[src/design/clkgen_consts.svh]
`ifndef CLKGEN_CONSTS_SVH
`define CLKGEN_CONSTS_SVH
// register indexes, byte address is four times the index
`define IDX_TUNE 8'h96
`define IDX_STATUS 8'h98
`define IDX_DIVIDER 8'h9c
// tune register fields
`define TUNE_RCSEL_BIT 7
`define TUNE_CLKOUT_EN_BIT 6
`define TUNE_FIELD_W 6
// plain default for factory value
`define TUNE_FACTORY_DEFAULT 8'h20
`define DIVIDER_RESET 8'h00
// nominal source frequencies in kHz
`define RC_NOMINAL_KHZ 7373
`define WDOG_NOMINAL_KHZ 400
`define XTAL_LOW_MIN_KHZ 20
`define XTAL_LOW_MAX_KHZ 100
`define XTAL_MED_MAX_KHZ 4000
`define XTAL_HIGH_MAX_KHZ 18000
`define EXT_MAX_KHZ 18000
`define RESET_PIN_NEEDED_KHZ 12000
`endif

[src/design/clkgen_pkg.sv]
package clkgen_pkg;
    // oscillator source choice from configuration
    typedef enum logic [2:0] {
        SRC_XTAL_LOW,
        SRC_XTAL_MED,
        SRC_XTAL_HIGH,
        SRC_RC,
        SRC_WDOG,
        SRC_EXT
    } osc_source_t;
endpackage : clkgen_pkg

[src/design/system_clock_generation.sv]
// The AXI4-Lite slave port was left to the implementer.
`timescale 1ns/1ps
`include "clkgen_consts.svh"
// Overview of operation
// - oscillator clock comes from exactly one selected source.
// - a machine cycle is two cpu clock cycles.
// - peripheral clock runs at half the cpu clock.
// - source choice comes from fixed configuration, not a register.
// - crystal offers low, medium and high frequency ranges.
// - six-bit tuning field written by software is kept in the tune register; no output trims the rc oscillator.
// - tuning register loaded with factory value only on power-on reset.
// - rc oscillator is a selectable source, nominally 7.373 MHz.
// - watchdog oscillator usable as source, nominally 400 kHz.
// - clock output only when crystal unused for system and rtc.
// - clock output driven only while enable bit is set.
// - clock output toggles on every cpu clock tick, so it runs at half the cpu clock.
// - external clock accepted; crystal output pin then free for port use.
module system_clock_generation (
    // system
    input wire logic clk_sys,
    input wire logic sys_rst,
    input wire logic por_rst,
    // configuration
    input wire clkgen_pkg::osc_source_t cfg_source,
    input wire logic [7:0] factory_tune,
    input wire logic rtc_uses_crystal,
    // oscillator sources, already on clk_sys as enables, except ext_pin_level which is a raw pin level synchronised here
    input wire logic xtal_tick,
    input wire logic rc_tick,
    input wire logic wdog_tick,
    input wire logic ext_pin_level,
    // crystal output pin as port
    input wire logic port_out_value,
    input wire logic port_out_drive,
    output logic crystal_out_clock_pin_o,
    output logic crystal_out_clock_pin_oe,
    // derived clocks as enables
    output logic oscillator_clock,
    output logic cpu_clock,
    output logic peripheral_clock,
    output logic machine_cycle,
    output logic reset_pin_required,
    // axi4-lite slave
    input wire logic [9:0] s_awaddr,
    input wire logic s_awvalid,
    output logic s_awready,
    input wire logic [31:0] s_wdata,
    input wire logic [3:0] s_wstrb,
    input wire logic s_wvalid,
    output logic s_wready,
    output logic [1:0] s_bresp,
    output logic s_bvalid,
    input wire logic s_bready,
    input wire logic [9:0] s_araddr,
    input wire logic s_arvalid,
    output logic s_arready,
    output logic [31:0] s_rdata,
    output logic [1:0] s_rresp,
    output logic s_rvalid,
    input wire logic s_rready
);
    import clkgen_pkg::*;

    // ==========================================================
    // external clock pin synchroniser
    logic [2:0] ext_sync;
    logic ext_prev;
    always_ff @(posedge clk_sys) begin
        if (sys_rst) begin
            ext_sync <= 3'h0;
            ext_prev <= 1'b0;
        end else begin
            ext_sync <= {ext_sync[1:0], ext_pin_level};
            if (ext_sync[2] == ext_sync[1])
                ext_prev <= ext_sync[2];
        end
    end
    wire ext_rise = (ext_sync[2] == ext_sync[1]) && ext_sync[2] && !ext_prev;

    // ==========================================================
    // source selection
    // configured crystal ranges
    wire is_xtal = (cfg_source == SRC_XTAL_LOW) ||
        (cfg_source == SRC_XTAL_MED) || (cfg_source == SRC_XTAL_HIGH);
    wire osc_tick = is_xtal ? xtal_tick :
        (cfg_source == SRC_RC) ? rc_tick :
        (cfg_source == SRC_WDOG) ? wdog_tick :
        (cfg_source == SRC_EXT) ? ext_rise : 1'b0;
    assign oscillator_clock = osc_tick;
    assign reset_pin_required = (cfg_source == SRC_XTAL_HIGH) ||
        (cfg_source == SRC_EXT);

    // ==========================================================
    // registers
    logic [7:0] tune;
    logic [7:0] divider;
    logic [8:0] div_cnt;
    logic cpu_phase;
    logic clkout_q;
    logic bvalid_q;
    logic rvalid_q;
    logic [31:0] rdata_q;
    logic [1:0] bresp_q;
    logic [1:0] rresp_q;

    // ==========================================================
    // cpu clock divider
    wire [8:0] div_limit = {divider, 1'b0};
    wire div_done = (divider == 8'h00) || (div_cnt + 9'd1 >= div_limit);
    wire cpu_tick = osc_tick && div_done;
    always_ff @(posedge clk_sys) begin
        if (sys_rst) begin
            div_cnt <= 9'd0;
        end else if (osc_tick) begin
            div_cnt <= div_done ? 9'd0 : div_cnt + 9'd1;
        end
    end
    assign cpu_clock = cpu_tick;

    always_ff @(posedge clk_sys) begin
        if (sys_rst)
            cpu_phase <= 1'b0;
        else if (cpu_tick)
            cpu_phase <= ~cpu_phase;
    end
    assign peripheral_clock = cpu_tick && cpu_phase;
    assign machine_cycle = cpu_tick && cpu_phase;

    logic [1:0] cpu_since_slow;
    always_ff @(posedge clk_sys) begin
        if (sys_rst)
            cpu_since_slow <= 2'h0;
        else if (peripheral_clock)
            cpu_since_slow <= 2'h0;
        else if (cpu_tick && cpu_since_slow != 2'h3)
            cpu_since_slow <= cpu_since_slow + 2'h1;
    end

    // ==========================================================
    // clock output pin
    // output allowed
    wire clkout_allowed = tune[`TUNE_CLKOUT_EN_BIT] && !is_xtal &&
        !rtc_uses_crystal;
    always_ff @(posedge clk_sys) begin
        if (sys_rst)
            clkout_q <= 1'b0;
        else if (!clkout_allowed)
            clkout_q <= 1'b0;
        else if (cpu_tick)
            clkout_q <= ~clkout_q;
    end
    assign crystal_out_clock_pin_o = clkout_allowed ? clkout_q :
        port_out_value;
    assign crystal_out_clock_pin_oe = clkout_allowed ? 1'b1 :
        (!is_xtal && !rtc_uses_crystal && port_out_drive);

    // ==========================================================
    // axi4-lite slave
    wire wr_go = s_awvalid && s_wvalid && !bvalid_q;
    wire rd_go = s_arvalid && !rvalid_q;
    // byte addresses, four times the index
    wire [9:0] addr_tune = {`IDX_TUNE, 2'b00};
    wire [9:0] addr_status = {`IDX_STATUS, 2'b00};
    wire [9:0] addr_divider = {`IDX_DIVIDER, 2'b00};
    wire wr_tune = wr_go && (s_awaddr == addr_tune) && s_wstrb[0];
    wire wr_div = wr_go && (s_awaddr == addr_divider) && s_wstrb[0];
    wire wr_hit = (s_awaddr == addr_tune) || (s_awaddr == addr_divider);
    wire [31:0] status_word = {24'h0, 2'b00, clkout_allowed,
        reset_pin_required, is_xtal, cfg_source};
    wire rd_hit = (s_araddr == addr_tune) ||
        (s_araddr == addr_divider) || (s_araddr == addr_status);
    wire [31:0] rd_word = (s_araddr == addr_tune) ? {24'h0, tune} :
        (s_araddr == addr_divider) ? {24'h0, divider} :
        (s_araddr == addr_status) ? status_word : 32'h0;
    assign s_awready = wr_go;
    assign s_wready = wr_go;
    assign s_arready = rd_go;
    assign s_bvalid = bvalid_q;
    assign s_bresp = bresp_q;
    assign s_rvalid = rvalid_q;
    assign s_rdata = rdata_q;
    assign s_rresp = rresp_q;

    always_ff @(posedge clk_sys) begin
        if (por_rst)
            tune <= factory_tune;
        else if (wr_tune)
            tune <= s_wdata[7:0];
    end

    always_ff @(posedge clk_sys) begin
        if (sys_rst)
            divider <= `DIVIDER_RESET;
        else if (wr_div)
            divider <= s_wdata[7:0];
    end

    always_ff @(posedge clk_sys) begin
        if (sys_rst) begin
            bvalid_q <= 1'b0;
            bresp_q <= 2'b00;
        end else if (wr_go) begin
            bvalid_q <= 1'b1;
            bresp_q <= wr_hit ? 2'b00 : 2'b10;
        end else if (s_bready) begin
            bvalid_q <= 1'b0;
        end
    end

    always_ff @(posedge clk_sys) begin
        if (sys_rst) begin
            rvalid_q <= 1'b0;
            rdata_q <= 32'h0;
            rresp_q <= 2'b00;
        end else if (rd_go) begin
            rvalid_q <= 1'b1;
            rdata_q <= rd_word;
            rresp_q <= rd_hit ? 2'b00 : 2'b10;
        end else if (s_rready) begin
            rvalid_q <= 1'b0;
        end
    end
endmodule : system_clock_generation

[config.mk]
export PLATFORM = sky130hd
export DESIGN_NAME = system_clock_generation
export DESIGN_NICKNAME = d
export VERILOG_FILES = /design/src/design/clkgen_pkg.sv /design/src/design/system_clock_generation.sv
export VERILOG_INCLUDE_DIRS = /design/src /design/src/design
export SDC_FILE = /design/constraint.sdc
export NUM_CORES = 1
export LEC_CHECK = 0
export BUFFER_PORTS_ARGS = -buffer_cell sky130_fd_sc_hd__buf_2
export CELL_PAD_IN_SITES_DETAIL_PLACEMENT = 1
export CELL_PAD_IN_SITES_GLOBAL_PLACEMENT = 2
export CORE_ASPECT_RATIO = 1.75
export CORE_MARGIN = 1
export CORE_UTILIZATION = 25
export CTS_CLUSTER_DIAMETER = 60
export CTS_CLUSTER_SIZE = 14
export DETAILED_ROUTE_END_ITERATION = 16
export GPL_ROUTABILITY_DRIVEN = 0
export MAX_ROUTING_LAYER = met4
export PLACE_DENSITY = 0.9
export SYNTH_ARGS = -nofsm -noshare
export SYNTH_HDL_FRONTEND = slang
export SYNTH_SLANG_ARGS = --single-unit
[constraint.sdc]
create_clock -name clk_sys -period 3.8 [get_ports clk_sys]
set_input_delay 0.76 -clock clk_sys [delete_from_list [all_inputs] [get_ports clk_sys]]
set_output_delay 0.76 -clock clk_sys [all_outputs]
set_load 0.1 [all_outputs]
==> flow_summary.ini, run 1 <==
[synthesis]
syn_area_per_cell_um2 = 9.17
synth_seq_cells = 43
synth-seq-area-share = 0.364
syn_inst = 282
synth_area_um2 = 2580
synth_cell_type_count = 55
synth_warnings = 0
synth-async-reset-ratio = 0
synth-edff-count = 8
synth-main-ff-cell = dfxtp_1

[detailed_routing]
drt-wirelength-per-cell_um = 15.0
drt-initial-drc-count = 52
ant_nets = 0
vias_per_cell = 4.79
drtPass1Iterations = 4
drcViolationCount = 0
num_vias = 2305
drt_wl_total_mm = 7.19

[global_routing]
grt_pass1_wl_mm = 11.5
overflow = 0
grt_use_total = 0.145
grt_start_max_net_pins = 40
antenna_found_initial = 0
grt_pass1_vias = 2355

[pwr]
ir_drop_mv = 0.198
powerDensity_nw_per_um2 = 407
leakagePower_nw = 1.38
power_mw = 1.30

[status]
status = completed

[layout]
multi_input_area_um2 = 1410
num_antenna_cells = 0
final_cell_mix = 74 x buf_2, 34 x dfxtp_1, 26 x conb_1, 25 x nor2_1, 16 x nand2_1
n_fill_cell = 1214
final_common_cell = buf_2
seq_area_um2 = 942
fin_area_um2 = 3180
nNetsFinal = 447
drive_gt1_frac = 0.317
area_delta_synth_final_pct = 23.0
fin_cells = 481

[sta]
timing.final.ws_setup_ns = 0.104
finalSetupViolations = 0
slew_headroom = 0.410
drv_slew = 0
layout_min_cycle_time_ns = 3.70
fin_crit_sh = 0.973
hold_violations = 0
worst_pin_slew_ns = 0.877
fmax_mhz = 271
skew_ns = 0.00313
rsz0062_at_grt = true

[cts]
path_clk_slew_ns = 0.06
cts_tree = yes
cts_buffer_depth = 2
root_buffer = clkbuf_16
clk_latency_ns = 0.29
cts_buffers = 5
clock-sinks = 43
cts-htree-levels = 2

[critical_path]
critPathLaunchType = flip-flop
r2r_end = cpu_phase$_SDFFE_PP0P_
cp.required_ns = 3.04
worstReg2RegStart = div_cnt[3]$_SDFFE_PP0P_
crit_path_end_kind = output port
cp_max_fo = 8
cp.arrival_ns = 2.94
r2r_cells = 10
rrSetupSlack_ns = 1.22
critical_path_class = reg -> out

[place]
pre_cts_slack_ns = 0.321
dp_hpwl_mm = 5.71
place_area_um2 = 2980
io_buffers = 76
dp_cells = 471

[floorplanning]
floorplan.initialDensity = 0.259
dieArea_um2 = 10800
die_height_um = 137
die_w_um = 78.9
num_rows = 48
coreArea_um2 = 9970
ios = 130

[min_path]
hp-class = reg -> reg
hold_depth = 1
hold_end = ext_sync[1]$_SDFF_PP0_
worst_hold_startpoint = ext_sync[0]$_SDFF_PP0_

[run]
maxCapViolations = 0
registers in the layout, indices dropped and copies added, names as in the netlist:
register   count
s_rdata        8
s_rresp        1
tune           8
clkout_q       1
cpu_phase      1
s_bvalid       1
s_bresp        1
s_rvalid       1
ext_sync       3
ext_prev       1
divider        8
div_cnt        9
cell families after synthesis:
family / synth area share
fa+ha+maj: 0.0484
simple gates: 0.215
xor+xnor: 0.0271
compound gates: 0.116
mux: 0.0939
buf+inv: 0.134
other cells: 0.00145
flops: 0.364
per-stage QoR:
step	setup TNS [ns]	hold WS, ns	util
floorplan	0	0.414	-
global route	-0.0783	0.462	0.319
global placement	0	0.421	0.299
detailed placement	0	0.440	0.299
CTS	0	0.459	0.316
finish	0	0.448	0.319
timing repair:
action | 4_1_cts | 5_1_grt
gates resized for setup | 0 | 5
setup endpoints to repair | 0 | 3
hold buffers | 0 | 0
buffers inserted | 0 | 2
report_power, final:
group	internal [mW]	switching [mW]	leakage (nW)	total (mW)
registers	0.480	0.00660	0.362	0.486
clock network	0.312	0.190	0.0804	0.502
logic	0.0551	0.251	0.940	0.307
critical path, stage by stage (launching register included):
cell      delay (ns)
dfxtp_1         0.40
and4_1          0.28
nand4_1         0.18
xnor2_2         0.18
ha_1            0.31
a21oi_1         0.15
nand2_1         0.07
a221oi_1        0.30
buf_4           0.23
a21oi_4         0.08
and2_4          0.18
clkbuf_4        0.27
cells in the mapped netlist, types with 2 or more instances:
master / number / share of area
ha_1: 10 / 0.048
xor2_1: 2 / 0.0068
buf_6: 3 / 0.013
mux2_2: 10 / 0.044
buf_2: 2 / 0.0039
nand3b_1: 4 / 0.012
nand2b_1: 5 / 0.012
inv_1: 13 / 0.019
o21ai_0: 3 / 0.0058
nor3_1: 2 / 0.0039
dfxtp_1: 35 / 0.27
and4_1: 2 / 0.0068
edfxtp_1: 8 / 0.093
o211ai_1: 2 / 0.0058
a32o_1: 3 / 0.012
nor4_1: 2 / 0.0048
xnor2_1: 6 / 0.020
nor2b_1: 4 / 0.0097
nor2_1: 25 / 0.036
nand3_1: 10 / 0.019
mux2i_1: 13 / 0.050
and3_1: 2 / 0.0048
and3b_1: 2 / 0.0068
nand4_1: 10 / 0.024
clkbuf_1: 9 / 0.013
o2bb2ai_1: 3 / 0.010
nor3b_1: 2 / 0.0058
a22oi_1: 7 / 0.020
a21oi_1: 15 / 0.029
buf_4: 28 / 0.081
nand2_1: 16 / 0.023
final cells by class:
| cell class | count | share of cell area |
|---|---|---|
| multi-input cells | 207 | 0.444 |
| inverters | 14 | 0.0165 |
| clock inverters | 3 | 0.0146 |
| clock buffers | 5 | 0.0393 |
| repair buffers | 84 | 0.140 |
| well taps | 125 | 0.0492 |
| flip-flops and latches | 43 | 0.296 |
worst max path at each step:
stage	to	slack (ns)	startpoint	cells past startpoint
floorplan	peripheral_clock	0.02	div_cnt[2]$_SDFFE_PP0P_	10
global placement	machine_cycle	0.39	div_cnt[1]$_SDFFE_PP0P_	10
detailed placement	peripheral_clock	0.32	div_cnt[2]$_SDFFE_PP0P_	11
CTS	peripheral_clock	0.001	div_cnt[2]$_SDFFE_PP0P_	11
global route	machine_cycle	-0.04	div_cnt[3]$_SDFFE_PP0P_	11
finish	peripheral_clock	0.10	div_cnt[3]$_SDFFE_PP0P_	11
per-layer routing:
metal | track usage | routed length (um)
met4 | 0.0848 | 293
met1 | 0.136 | 2490
met3 | 0.0220 | 264
met5 | - | 0
met2 | 0.274 | 4140
No activity file was read; power rests on OpenSTA's default activity.
==> inputs of run 2 (changes only) <==
- ABC_AREA: unset -> 1
- CORE_UTILIZATION: 25 -> 23
==> run 2 against run 1 <==
Synthesized area is 8.1% higher. Routed wire length up 11%. Hold slack lost 0.034 ns. First-iteration DRC count rose by 60%. Critical endpoint unchanged. Largest cell class unchanged.
==> flow_summary.ini, run 2 <==
[status]
status = completed

[global_routing]
antenna_found_initial = 0
grt_pass1_vias = 2805
grt_pass1_wl_mm = 13.0
grt_start_max_net_pins = 23
overflow = 0
grt_use_total = 0.135

[detailed_routing]
met1_length_mm = 2.97
num_vias = 2762
vias_per_cell = 4.35
ant_nets = 0
drt-initial-drc-count = 83
drcViolationCount = 0
drt-wirelength-per-cell_um = 12.6
top_layer_used = met4
wl_met2_mm = 4.57
drt_wl_total_mm = 8.00
drtPass1Iterations = 4
met3_length_um = 301

[critical_path]
crit_path_end_kind = output port
cp_max_fo = 10
critPathLaunchType = flip-flop
cp.required_ns = 3.04
critical_path_class = reg -> out
cp.arrival_ns = 2.75

[synthesis]
synth_common_cells = 110 x nand2_1, 67 x inv_1, 54 x nor2_1
synth_seq_cells = 43
synth_top_area_share = 0.251
synth-async-reset-ratio = 0
synth_top_cell_by_area = dfxtp_1
syn_inst = 425
synth_area_um2 = 2790
synth_cell_type_count = 34
synth-edff-count = 8
synth-seq-area-share = 0.337
synth-main-ff-cell = dfxtp_1
syn_area_per_cell_um2 = 6.57
yosysMostFrequentCell = nand2_1
synthTopCellsByArea = dfxtp_1 25%, nand2_1 15%, inv_1 9.0%
synth_warnings = 0

[layout]
fin_cells = 635
final_cell_mix = 110 x nand2_1, 73 x buf_2, 67 x inv_1, 53 x nor2_1, 35 x dfxtp_1
num_antenna_cells = 0
fin_util = 0.289
top_register = div_cnt
drive_gt1_frac = 0.196
largest_reg_flops = 9
nNetsFinal = 591
final_common_cell = nand2_1
area_delta_synth_final_pct = 21.0
fin_area_um2 = 3380

[sta]
slew_headroom = 0.634
fmax_mhz = 285
hold_violations = 0
layout_min_cycle_time_ns = 3.51
rsz0062_at_grt = true
drv_slew = 0
worst_pin_slew_ns = 0.548
timing.final.ws_setup_ns = 0.289
fin_crit_sh = 0.924
finalSetupViolations = 0
skew_ns = 0.00614

[cts]
clk_latency_ns = 0.29
path_clk_slew_ns = 0.06
root_buffer = clkbuf_16
cts_hold_buf = 0
cts_buffer_depth = 2
cts_tree = yes
cts_buffers = 5
cts-htree-levels = 2
clock-sinks = 43

[floorplanning]
dieArea_um2 = 12600
die_w_um = 85.3
floorplan.initialDensity = 0.239
die_height_um = 148
ios = 130
coreArea_um2 = 11700
num_rows = 52

[pwr]
ir_drop_mv = 0.158
powerDensity_nw_per_um2 = 383
leakagePower_nw = 1.70
power_mw = 1.30

[place]
io_buffers = 76
dp_hpwl_mm = 6.77
dp_cells = 627
pre_cts_slack_ns = 0.192
place_area_um2 = 3190

[min_path]
hp-class = reg -> reg

[run]
maxCapViolations = 0
-- run 2: changes by cell type in the layout (fill, tap and decap cells not counted), sizes merged, moves of 7 or more --
cell,before,now
o21ai,3,16
mux2,10,0
a22oi,7,0
inv,15,69
nand3,10,26
nand2,16,113
a21oi,16,24
nor2,25,58
mux2i,13,0
-- run 2: path summary, 6_finish.rpt --
| kind | start | to | slack [ns] | cells after the start |
|---|---|---|---|---|
| hold / removal | ext_sync[0]$_SDFF_PP0_ | ext_sync[1]$_SDFF_PP0_ | 0.41 | 2 |
| hold reg to reg | ext_sync[0]$_SDFF_PP0_ | ext_sync[1]$_SDFF_PP0_ | 0.41 | 2 |
| setup / recovery | div_cnt[0]$_SDFFE_PP0P_ | peripheral_clock | 0.29 | 15 |
| setup reg to reg | div_cnt[0]$_SDFFE_PP0P_ | cpu_phase$_SDFFE_PP0P_ | 1.46 | 15 |
-- run 2: stage by stage --
stage / setup TNS (ns) / hold slack (ns)
3_3_place_gp: 0 / 0.405
4_1_cts: 0 / 0.419
6_report: 0 / 0.414
2_1_floorplan: 0 / 0.388
3_5_place_dp: 0 / 0.406
5_1_grt: -0.0101 / 0.423
-- run 2: final cells by class --
cell class	count	area [um^2]
Fill cell	1531	8330
Multi-Input combinational cell	302	1440
Sequential cell	43	941
Timing Repair Buffer	78	410
Inverter	69	259
Tap cell	135	169
Clock buffer	6	129
Clock inverter	2	37.5
-- run 2: power by group --
| group | switching [mW] | internal, mW | total, mW |
|---|---|---|---|
| Combinational | 0.267 | 0.0519 | 0.319 |
| Sequential | 0.00777 | 0.481 | 0.489 |
| Clock | 0.178 | 0.310 | 0.488 |
-- run 2: repair_timing --
item,CTS,global route
endpoints found under the setup margin,3,3
gates resized for setup,4,4
setup buffers,0,0
-- run 2: logic make-up after synthesis --
group	count (synthesis)	share of synthesized area
XOR/XNOR	3	0.00941
AO/OA/AOI/OAI	50	0.0976
adder cells (fa/ha/maj)	10	0.0448
flip-flops	43	0.337
other	1	0.00134
buffers and inverters	105	0.186
AND/OR/NAND/NOR	213	0.324
-- run 2: layer usage --
layer  GRT usage  vias up
li1            -     1425
met1       0.127     1243
met2       0.271       82
met3      0.0173       12
met4      0.0475        0
met5           -        -
-- run 2: critical path, cell delays in order, from the launching register on --
cell	delay [ns]
dfxtp_1	0.41
ha_2	0.25
nand2_1	0.07
nor2_2	0.17
xnor2_1	0.15
inv_1	0.09
ha_1	0.30
nand2_1	0.06
nor2_1	0.10
nand2_1	0.06
nand2_1	0.07
nand2_2	0.14
nand3_2	0.15
nand3_1	0.10
inv_1	0.11
buf_6	0.23
